File: src/inc/synth_event_pkg.sv
// Purpose: Shared constants for the synthesizer event sticky status bank.
// Assumes: AXI4-Lite with 32-bit data, one register per aligned word.
// Notes: Register indexes are word indexes; the byte address is four times the index.
package synth_event_pkg;

   // Bus geometry.
   localparam int ADDR_W = 12;
   localparam int DATA_W = 32;
   localparam int IDX_W = 10;
   localparam int REG_W = 8;

   // Register indexes.
   localparam logic [9:0] IDX_STEP_LO = 10'h1ac;
   localparam logic [9:0] IDX_STEP_HI = 10'h1ad;
   localparam logic [9:0] IDX_MON0 = 10'h1b0;
   localparam logic [9:0] IDX_MASK_LO = 10'h1b8;
   localparam logic [9:0] IDX_MASK_HI = 10'h1b9;
   localparam logic [9:0] IDX_MASK_MON = 10'h1ba;
   localparam logic [9:0] IDX_CFG = 10'h1bc;

   // Implemented bits of each status layout; all other bits are reserved and read zero.
   localparam logic [7:0] STEP_LO_VALID = 8'hf3;
   localparam logic [7:0] STEP_HI_VALID = 8'h3f;
   localparam logic [7:0] MON_VALID_NARROW = 8'h34;
   localparam logic [7:0] MON_VALID_WIDE = 8'hf4;
   localparam logic [7:0] CFG_VALID = 8'h01;

   // Field positions.
   localparam int CFG_WIDE_BIT = 0;
   localparam int MON_UNLOCK_BIT = 2;

   // Reset values.
   localparam logic [7:0] STATUS_RESET = 8'h00;
   localparam logic [7:0] MASK_RESET = 8'h00;
   localparam logic CFG_WIDE_RESET = 1'b0;

   // AXI responses.
   localparam logic [1:0] RESP_OKAY = 2'h0;
   localparam logic [1:0] RESP_SLVERR = 2'h2;

endpackage

File: src/core/sticky_bank.sv
// Purpose: One 8-bit bank of sticky event bits, cleared by writing one.
// Assumes: Set and clear inputs are on mclk; events are pulses or levels.
// Notes: Bits outside validBits are held at zero.
`timescale 1ns/1ps
module sticky_bank (
   // Clock and reset.
   input wire logic mclk,
   input wire logic srst,
   // Events and acknowledges.
   input wire logic [7:0] setEvents,
   input wire logic [7:0] clearBits,
   input wire logic [7:0] validBits,
   // Current state.
   output logic [7:0] status
);

   typedef struct packed {
      logic [7:0] bits;
   } bank_type;

   bank_type s_q;
   bank_type s_d;

   // A set in the same cycle as a clear wins, so no event is lost.
   always_comb begin
      s_d = s_q;
      s_d.bits = ((s_q.bits & ~clearBits) | setEvents) & validBits;
   end

   always_ff @(posedge mclk) begin
      if (srst) begin
         s_q.bits <= synth_event_pkg::STATUS_RESET;
      end else begin
         s_q <= s_d;
      end
   end

   assign status = s_q.bits;

endmodule

File: src/core/synth_event_sticky_status.sv
// Purpose: Sticky status bank for synthesizer phase-step, alignment and lock events.
// Assumes: Event inputs come from logic clocked by mclk.
// Notes: Registers are reached over AXI4-Lite; irq is a level.
// Contract
// - Low step bits 7..4: pll1 dividers D..A.
// - Low step bits 1,0: pll0 B,A; 3,2 reserved.
// - High step bits 5,4: pll3 B,A; 7,6 reserved.
// - High step bits 3..0: pll2 dividers D..A.
// - Step bit set from completion until acknowledged.
// - Monitor bit 4: divider A alignment, held.
// - Monitor bit 5: divider B alignment, same.
// - Monitor bit 2: synth_unlock_seen, held.
// - Wide layout adds bits 7,6 for D,C.
//
// The AXI4-Lite register port was chosen for this implementation.
`timescale 1ns/1ps
module synth_event_sticky_status (
   // Clock and reset.
   input wire logic mclk,
   input wire logic srst,

   // Phase-step completions, pll0.
   input wire logic pll0_out_a_step_done,
   input wire logic pll0_out_b_step_done,

   // Phase-step completions, pll1.
   input wire logic pll1_out_a_step_done,
   input wire logic pll1_out_b_step_done,
   input wire logic pll1_out_c_step_done,
   input wire logic pll1_out_d_step_done,

   // Phase-step completions, pll2.
   input wire logic pll2_out_a_step_done,
   input wire logic pll2_out_b_step_done,
   input wire logic pll2_out_c_step_done,
   input wire logic pll2_out_d_step_done,

   // Phase-step completions, pll3.
   input wire logic pll3_out_a_step_done,
   input wire logic pll3_out_b_step_done,

   // Synthesizer 0 monitor events.
   input wire logic pll0_out_a_align_done,
   input wire logic pll0_out_b_align_done,
   input wire logic pll0_out_c_align_done,
   input wire logic pll0_out_d_align_done,
   input wire logic synth_unlock_seen,

   // AXI4-Lite write address.
   input wire logic awvalid,
   output logic awready,
   input wire logic [11:0] awaddr,
   input wire logic [2:0] awprot,

   // AXI4-Lite write data.
   input wire logic wvalid,
   output logic wready,
   input wire logic [31:0] wdata,
   input wire logic [3:0] wstrb,

   // AXI4-Lite write response.
   output logic bvalid,
   input wire logic bready,
   output logic [1:0] bresp,

   // AXI4-Lite read address.
   input wire logic arvalid,
   output logic arready,
   input wire logic [11:0] araddr,
   input wire logic [2:0] arprot,

   // AXI4-Lite read data.
   output logic rvalid,
   input wire logic rready,
   output logic [31:0] rdata,
   output logic [1:0] rresp,

   // Interrupt.
   output logic irq
);

   typedef struct packed {
      logic [11:0] awAddr;
      logic awHeld;
      logic [7:0] wData;
      logic wLane0;
      logic wHeld;
      logic bValid;
      logic [1:0] bResp;
      logic rValid;
      logic [7:0] rData;
      logic [1:0] rResp;
      logic [7:0] maskLo;
      logic [7:0] maskHi;
      logic [7:0] maskMon;
      logic cfgWide;
   } ctrl_type;

   ctrl_type s_q;
   ctrl_type s_d;

   logic [7:0] stepLo;
   logic [7:0] stepHi;
   logic [7:0] mon0;
   logic [7:0] stepLoSet;
   logic [7:0] stepHiSet;
   logic [7:0] monSet;
   logic [7:0] stepLoClr;
   logic [7:0] stepHiClr;
   logic [7:0] monClr;
   logic [7:0] monValid;
   logic doWrite;
   logic [9:0] wrIdx;
   logic [9:0] rdIdx;

   // Word index of a byte address; the two low bits select nothing.
   function automatic logic [9:0] wordIndex(input logic [11:0] addr);
      return addr[11:2];
   endfunction

   // True when an index names a register of this bank.
   function automatic logic isMapped(input logic [9:0] idx);
      logic hit;
      hit = 1'b0;
      if (idx == synth_event_pkg::IDX_STEP_LO) begin
         hit = 1'b1;
      end else if (idx == synth_event_pkg::IDX_STEP_HI) begin
         hit = 1'b1;
      end else if (idx == synth_event_pkg::IDX_MON0) begin
         hit = 1'b1;
      end else if (idx == synth_event_pkg::IDX_MASK_LO) begin
         hit = 1'b1;
      end else if (idx == synth_event_pkg::IDX_MASK_HI) begin
         hit = 1'b1;
      end else if (idx == synth_event_pkg::IDX_MASK_MON) begin
         hit = 1'b1;
      end else if (idx == synth_event_pkg::IDX_CFG) begin
         hit = 1'b1;
      end
      return hit;
   endfunction

   // Event placement in each status layout.
   assign stepLoSet = {
      pll1_out_d_step_done,
      pll1_out_c_step_done,
      pll1_out_b_step_done,
      pll1_out_a_step_done,
      2'h0,
      pll0_out_b_step_done,
      pll0_out_a_step_done
   };

   assign stepHiSet = {
      2'h0,
      pll3_out_b_step_done,
      pll3_out_a_step_done,
      pll2_out_d_step_done,
      pll2_out_c_step_done,
      pll2_out_b_step_done,
      pll2_out_a_step_done
   };

   assign monSet = {
      pll0_out_d_align_done,
      pll0_out_c_align_done,
      pll0_out_b_align_done,
      pll0_out_a_align_done,
      1'b0,
      synth_unlock_seen,
      2'h0
   };

   // Turning the wide layout off also drops any pending D and C alignment bits.
   assign monValid = s_q.cfgWide ? synth_event_pkg::MON_VALID_WIDE
                                 : synth_event_pkg::MON_VALID_NARROW;

   // The write happens in the first cycle in which both address and data are held.
   assign doWrite = s_q.awHeld && s_q.wHeld && !s_q.bValid;
   assign wrIdx = wordIndex(s_q.awAddr);
   assign rdIdx = wordIndex(araddr);

   // Acknowledge strobes: a one clears, a zero leaves the bit alone.
   always_comb begin
      stepLoClr = 8'h00;
      stepHiClr = 8'h00;
      monClr = 8'h00;
      if (doWrite && s_q.wLane0) begin
         if (wrIdx == synth_event_pkg::IDX_STEP_LO) begin
            stepLoClr = s_q.wData;
         end else if (wrIdx == synth_event_pkg::IDX_STEP_HI) begin
            stepHiClr = s_q.wData;
         end else if (wrIdx == synth_event_pkg::IDX_MON0) begin
            monClr = s_q.wData;
         end
      end
   end

   sticky_bank stepLoBank (
      .mclk(mclk),
      .srst(srst),
      .setEvents(stepLoSet),
      .clearBits(stepLoClr),
      .validBits(synth_event_pkg::STEP_LO_VALID),
      .status(stepLo)
   );

   sticky_bank stepHiBank (
      .mclk(mclk),
      .srst(srst),
      .setEvents(stepHiSet),
      .clearBits(stepHiClr),
      .validBits(synth_event_pkg::STEP_HI_VALID),
      .status(stepHi)
   );

   sticky_bank monBank (
      .mclk(mclk),
      .srst(srst),
      .setEvents(monSet),
      .clearBits(monClr),
      .validBits(monValid),
      .status(mon0)
   );

   // Bus and control state.
   always_comb begin
      s_d = s_q;

      // Address and data are taken independently, in either order.
      if (awvalid && awready) begin
         s_d.awAddr = awaddr;
         s_d.awHeld = 1'b1;
      end
      if (wvalid && wready) begin
         s_d.wData = wdata[7:0];
         s_d.wLane0 = wstrb[0];
         s_d.wHeld = 1'b1;
      end

      if (doWrite) begin
         s_d.awHeld = 1'b0;
         s_d.wHeld = 1'b0;
         s_d.bValid = 1'b1;
         s_d.bResp = isMapped(wrIdx) ? synth_event_pkg::RESP_OKAY
                                     : synth_event_pkg::RESP_SLVERR;
         if (s_q.wLane0) begin
            if (wrIdx == synth_event_pkg::IDX_MASK_LO) begin
               s_d.maskLo = s_q.wData & synth_event_pkg::STEP_LO_VALID;
            end else if (wrIdx == synth_event_pkg::IDX_MASK_HI) begin
               s_d.maskHi = s_q.wData & synth_event_pkg::STEP_HI_VALID;
            end else if (wrIdx == synth_event_pkg::IDX_MASK_MON) begin
               s_d.maskMon = s_q.wData & synth_event_pkg::MON_VALID_WIDE;
            end else if (wrIdx == synth_event_pkg::IDX_CFG) begin
               s_d.cfgWide = s_q.wData[synth_event_pkg::CFG_WIDE_BIT];
            end
         end
      end else if (s_q.bValid && bready) begin
         s_d.bValid = 1'b0;
      end

      // One read at a time; the data are captured when the address is taken.
      if (arvalid && arready) begin
         s_d.rValid = 1'b1;
         s_d.rResp = synth_event_pkg::RESP_OKAY;
         if (rdIdx == synth_event_pkg::IDX_STEP_LO) begin
            s_d.rData = stepLo;
         end else if (rdIdx == synth_event_pkg::IDX_STEP_HI) begin
            s_d.rData = stepHi;
         end else if (rdIdx == synth_event_pkg::IDX_MON0) begin
            s_d.rData = mon0;
         end else if (rdIdx == synth_event_pkg::IDX_MASK_LO) begin
            s_d.rData = s_q.maskLo;
         end else if (rdIdx == synth_event_pkg::IDX_MASK_HI) begin
            s_d.rData = s_q.maskHi;
         end else if (rdIdx == synth_event_pkg::IDX_MASK_MON) begin
            s_d.rData = s_q.maskMon;
         end else if (rdIdx == synth_event_pkg::IDX_CFG) begin
            s_d.rData = {7'h00, s_q.cfgWide};
         end else begin
            s_d.rData = 8'h00;
            s_d.rResp = synth_event_pkg::RESP_SLVERR;
         end
      end else if (s_q.rValid && rready) begin
         s_d.rValid = 1'b0;
      end
   end

   always_ff @(posedge mclk) begin
      if (srst) begin
         s_q.awAddr <= 12'h000;
         s_q.awHeld <= 1'b0;
         s_q.wData <= 8'h00;
         s_q.wLane0 <= 1'b0;
         s_q.wHeld <= 1'b0;
         s_q.bValid <= 1'b0;
         s_q.bResp <= synth_event_pkg::RESP_OKAY;
         s_q.rValid <= 1'b0;
         s_q.rData <= 8'h00;
         s_q.rResp <= synth_event_pkg::RESP_OKAY;
         s_q.maskLo <= synth_event_pkg::MASK_RESET;
         s_q.maskHi <= synth_event_pkg::MASK_RESET;
         s_q.maskMon <= synth_event_pkg::MASK_RESET;
         s_q.cfgWide <= synth_event_pkg::CFG_WIDE_RESET;
      end else begin
         s_q <= s_d;
      end
   end

   // Ready only while the slot is empty and no response is pending.
   assign awready = !s_q.awHeld && !s_q.bValid;
   assign wready = !s_q.wHeld && !s_q.bValid;
   assign arready = !s_q.rValid;

   assign bvalid = s_q.bValid;
   assign bresp = s_q.bResp;
   assign rvalid = s_q.rValid;
   assign rdata = {24'h000000, s_q.rData};
   assign rresp = s_q.rResp;

   // The level follows the sticky bits directly, so it drops in the cycle after the clear.
   assign irq = |(stepLo & s_q.maskLo) | |(stepHi & s_q.maskHi) | |(mon0 & s_q.maskMon);

endmodule

File: config.mk
export PLATFORM = sky130hd
export DESIGN_NAME = synth_event_sticky_status
export DESIGN_NICKNAME = d
export VERILOG_FILES = /design/src/inc/synth_event_pkg.sv /design/src/core/sticky_bank.sv /design/src/core/synth_event_sticky_status.sv
export SDC_FILE = /design/constraint.sdc
export NUM_CORES = 1
export LEC_CHECK = 0
export ABC_AREA = 1
export BUFFER_PORTS_ARGS = -buffer_cell sky130_fd_sc_hd__clkbuf_2
export CAP_MARGIN = 20
export CORE_ASPECT_RATIO = 0.5
export CORE_MARGIN = 3
export CORE_UTILIZATION = 54
export DETAILED_ROUTE_END_ITERATION = 12
export GPL_TIMING_DRIVEN = 0
export PLACE_DENSITY = 0.86
export SLEW_MARGIN = 25
export SYNTH_ARGS = -nofsm -noshare
export SYNTH_HDL_FRONTEND = slang
export SYNTH_SLANG_ARGS = --single-unit
export TNS_END_PERCENT = 10
File: constraint.sdc
create_clock -name mclk -period 3 [get_ports mclk]
set_input_delay 0.15 -clock mclk [delete_from_list [all_inputs] [get_ports mclk]]
set_output_delay 0.15 -clock mclk [all_outputs]
set_load 0.01 [all_outputs]
Word level (Yosys, flattened, before mapping)
Cells that the tools add are included.
Widths: inputs -> output; s select.
{"block": "word_totals", "ff_bits": 77, "latch_bits": 0, "ramBits": 0, "romBits": 0, "in_bits": 90, "out_inout_bits": 42, "word_cells": 111, "n_memories": 0}
{"block": "classes", "addsub": 0, "mul": 0, "n_div": 0, "n_lt_le_gt_ge": 0, "n_eq_ne": 14, "shift": 0, "mux": 37, "bitwise_logic": 18, "n_reduce_logical": 24}
{"operator": "$eq 10x9->1 const B", "count": 14}
{"operator": "$mux 8", "count": 13}
{"operator": "$and 8x8->8", "count": 5}
{"operator": "$reduce_or 8->1", "count": 3}
{"operator": "$mux 6", "count": 3}
{"operator": "$mux 2", "count": 8}
{"operator": "$not 8->8", "count": 2}
{"operator": "$or 8x8->8", "count": 2}
{"operator": "$mux 1", "count": 13}
{"operator": "$and 6x6->6", "count": 2}
{"operator": "$logic_and 1x1->1", "count": 10}
{"operator": "$not 6->6", "count": 1}
{"operator": "$or 6x6->6", "count": 1}
{"operator": "$reduce_and 6->1", "count": 1}
{"operator": "$reduce_and 5->1", "count": 1}
{"operator": "$logic_not 1->1", "count": 4}
{"operator": "$reduce_and 4->1", "count": 1}
{"operator": "$reduce_bool 2->1", "count": 2}
{"operator": "$not 1->1", "count": 3}
{"operator": "$reduce_and 3->1", "count": 1}
{"operator": "$or 1x1->1", "count": 2}
{"operator": "$reduce_or 2->1", "count": 1}

Logic depth before layout (Yosys ltp)
{"block": "logic_depth", "word_depth": 10, "mapped_depth": 11}

Modules after synthesis
From an unflattened synthesis, not the netlist that was laid out.
{"block": "hier_totals", "hier_cells": 612, "hier_area_um2": 4274.1}
{"mod": "synth_event_sticky_status", "n_inst": 1, "cells_per_inst": 465, "area_per_inst_um2": 3211.8, "seq_area_each_um2": 1021.0}
{"mod": "sticky_bank", "n_inst": 3, "cells_per_inst": 49, "area_per_inst_um2": 354.1, "seq_area_each_um2": 160.2}

Worst setup path after synthesis
Ideal clock, no wire load.
{"block": "synth_path", "path_type": "register -> register", "startpoint": "register s_q (netlist bit bvalid)", "endpoint": "register s_q[13] (netlist name)", "setup_time_ps": 140, "t_arrival_ps": 1225, "required_time_ps": 2860, "path_slack_ps": 1635, "path_stages_with_launch": 9, "path_buffers": 2, "path_cell_list": "dfxtp_1 nor2_2 nand2_2 nor2_4 buf_6 nand4_4 buf_6 nor2_1 a211oi_2"}
{"block": "synth_via", "elab_chain_cells": 3}
{"element": "start, declared", "line_no": "synth_event_sticky_status.sv:99", "text": "ctrl_type s_q;"}
{"element": "$logic_not 1->1", "line_no": "synth_event_sticky_status.sv:179", "text": "assign doWrite = s_q.awHeld && s_q.wHeld && !s_q.bValid;"}
{"element": "$logic_and 1x1->1", "line_no": "synth_event_sticky_status.sv:179"}
{"element": "$reduce_and 4->1 (no source line)"}
No other way between the ends.
A chain may end at the register's enable or synchronous reset.

Final worst setup path
{"block": "layout_path", "startpoint": "register s_q[52] (netlist name)", "endpoint": "register stepHiBank.s_q (netlist bit stepHiBank.status[1])"}
{"block": "layout_via", "elab_chain_cells": 7, "word_cells_on_any_way": 8, "classes_between": "eq/ne (2); mux (3); bitwise (3)"}
{"element": "$eq 10x9->1", "line_no": "synth_event_sticky_status.sv:191", "text": "end else if (wrIdx == synth_event_pkg::IDX_STEP_HI) begin"}
{"element": "$mux 6", "line_no": "synth_event_sticky_status.sv:191"}
{"element": "$mux 6 *", "line_no": "synth_event_sticky_status.sv:189", "text": "if (wrIdx == synth_event_pkg::IDX_STEP_LO) begin"}
{"element": "$mux 6 *", "line_no": "synth_event_sticky_status.sv:188", "text": "if (doWrite && s_q.wLane0) begin"}
{"element": "$not 6->6 *", "line_no": "sticky_bank.sv:27", "text": "s_d.bits = ((s_q.bits & ~clearBits) | setEvents) & validBits;"}
{"element": "$and 6x6->6 *", "line_no": "sticky_bank.sv:27"}
{"element": "$or 6x6->6 *", "line_no": "sticky_bank.sv:27"}
{"element": "end, declared", "line_no": "sticky_bank.sv:21", "text": "bank_type s_q;"}
Every way passes the cells marked *; elsewhere a longest branch is shown, timed or not.

==> flow_summary.json <==
{
  "cts_root_buf": "clkbuf_16",
  "ctsResizeCount": 0,
  "grt_setup_unrepaired": "no",
  "max_cap_violations": 0,
  "vias_per_cell": 5.38,
  "start_kind": "register",
  "drc": 0,
  "ys_warn_count": 0,
  "holdWs_ps": 38.1,
  "postPlaceCellArea_mm2": 0.00416,
  "dpl.hpwl_um": 7930,
  "cts_tree": "done",
  "outcome": "finished clean",
  "finClkSkew_ps": 6.41,
  "cts-htree-levels": 3,
  "min_path_cells": 3,
  "core_area_mm2": 0.00628,
  "finalPower_mw": 2.48,
  "cp.required_ps": 3190,
  "start_util_pct": 57.7,
  "critPathCaptureType": "register",
  "wire_per_inst_um": 15.0,
  "finalCritPeriodShare_pct": 58.4,
  "design_area_mm2": 0.00450,
  "vias": 3731,
  "drt_pass1_iterations": 5,
  "clockBufferDepth": 2,
  "dp_cells": 677,
  "path_clk_slew_ps": 50,
  "rr_worst_depth": 5,
  "worst_slack_ps": 1250,
  "yosys_register_bits": 68,
  "cts_setup_buffers": 0,
  "portBuffers": 67,
  "final_layout_size_suffix_gt1_share_pct": 26.1,
  "synth_area_mm2": 0.00362,
  "antenna_found_initial": 0,
  "fp.dieW_um": 122,
  "critPathKind": "register to register",
  "period_needed_ps": 1750,
  "fin_setup_tns_ps": 0,
  "avgSynthCellArea_um2": 7.29,
  "synthDistinctLibCells": 35,
  "preCtsSetupSlack_ps": 1280,
  "hold_viol": 0,
  "ctsHoldBuffers": 0,
  "netlist_instances": 497,
  "area_growth_pct": 24.3,
  "crit_fanout": 6,
  "die_h_um": 63.9,
  "wirelength_um": 10400,
  "ant_nets": 0,
  "ioPinCount": 132,
  "first_global_vias": 3344,
  "grt_usage_pct": 26.9,
  "power-per-cell-area_mw_per_mm2": 550,
  "dieArea_mm2": 0.00779,
  "cts_inserted_buffers": 9,
  "fp-row-count": 20,
  "antennaDiodeCount": 0,
  "drt_iter0_markers": 305,
  "max_freq_ghz": 0.571,
  "nets": 690,
  "peakVddDrop_v": 0.000337,
  "finalSetupViolations": 0,
  "leakage_nw": 2.04,
  "synth_seq_area_share_pct": 37.6,
  "clock_sinks": 68,
  "slew_viol_final": 0,
  "grt-ovfl-total": 0,
  "globalplace.congestion": 0.926,
  "grt_pass1_wl_um": 16200,
  "final_cells": 693,
  "hp-class": "primary input to register",
  "slew_headroom_pct": 54.0,
  "arrival_ps": 1940,
  "worstSkewPairLatency_ps": 330,
  "n_fill_cell": 531,
  "worstMarginPinSlew_ps": 684,
  "grt_max_degree": 13,
  "fin_util_pct": 71.7
}
-- flip-flops by register name, indices dropped and copies added (netlist names) --
signal,count
rdata,8
bvalid,1
rvalid,1
s_q,39
stepLoBank.status,6
rresp,1
monBank.status,5
bresp,1
stepHiBank.status,6
-- cell usage in the layout, fill, tap and decap left out, drive strengths merged --
cell type | Yosys | routed
a211oi | 14 | 14
a21oi | 45 | 45
a22o | 1 | 1
a311oi | 1 | 1
buf | 41 | 41
bufinv | 0 | 3
clkbuf | 7 | 84
clkinv | 0 | 3
conb | 1 | 26
dfxtp | 68 | 68
inv | 63 | 63
nand2 | 71 | 71
nand3 | 24 | 24
nand3b | 1 | 1
nand4 | 18 | 18
nor2 | 70 | 70
nor3 | 12 | 12
nor4 | 6 | 6
o2111ai | 1 | 1
o211ai | 1 | 1
o21a | 2 | 2
o21ai | 49 | 49
or2 | 1 | 1
-- synthesized netlist by cell type (all sizes together) --
cell / number / area share, %
a311oi: 1 / 0.24
o2111ai: 1 / 0.24
o21a: 2 / 0.41
o21ai: 49 / 6.8
inv: 63 / 6.5
clkbuf: 7 / 0.73
nand2: 71 / 7.6
nor2: 70 / 9.0
nand4: 18 / 4.4
o211ai: 1 / 0.21
nand3b: 1 / 0.21
a22o: 1 / 0.24
dfxtp: 68 / 38
or2: 1 / 0.17
nand3: 24 / 3.6
a211oi: 14 / 3.7
conb: 1 / 0.10
buf: 41 / 8.6
nor3: 12 / 2.2
a21oi: 45 / 6.2
nor4: 6 / 1.2
-- final timing paths --
check                                           from              endpoint  slack, ps
worst max-delay path                         s_q[52]  stepHiBank.status[1]       1250
worst min-delay path            pll1_out_d_step_done  stepLoBank.status[7]         40
worst min register to register              rresp[1]              rresp[1]        470
worst max register to register               s_q[52]  stepHiBank.status[1]       1250
-- worst max-delay path: stages, from the launching register on --
cell	delay, ps
dfxtp_1	440
inv_1	160
nor4_2	370
nand2_1	250
o21ai_0	280
a21oi_1	110
-- layer usage --
layer	wire, µm	share of wire [%]	GRT usage, %
met5	0	0	0
met4	274	2.6	10.3
met3	1180	11	6.37
met2	4660	45	43.1
met1	4310	41	35.3
-- final cells by class --
cell class                 instances  area (µm²)  share of cell area [%]
buffer                            48         339                    7.53
timing repair buffer              67         335                    7.44
inverter                          63         236                    5.25
clock inverter                     6         113                    2.50
tap                               88         110                    2.44
sequential                        68        1360                    30.2
multi-input combinational        343        1780                    39.5
clock buffer                      10         229                    5.08
-- kinds of logic (layout without fill, tap and decap cells) --
kind of cell | count (synthesis) | after routing | share of synthesized area, %
AND/OR/NAND/NOR | 203 | 203 | 28.4
AO/OA/AOI/OAI | 114 | 114 | 18.1
buffers and inverters | 111 | 194 | 15.9
flip-flops | 68 | 68 | 37.6
other | 1 | 26 | 0.103
-- power by group --
| part | switching [mW] | leakage [nW] | internal [mW] |
|---|---|---|---|
| registers | 0.0465 | 0.559 | 0.952 |
| clock network | 0.389 | 0.167 | 0.813 |
| logic | 0.172 | 1.32 | 0.107 |
| total | 0.607 | 2.04 | 1.87 |
Note: power is estimated with default switching activity, not from simulation.
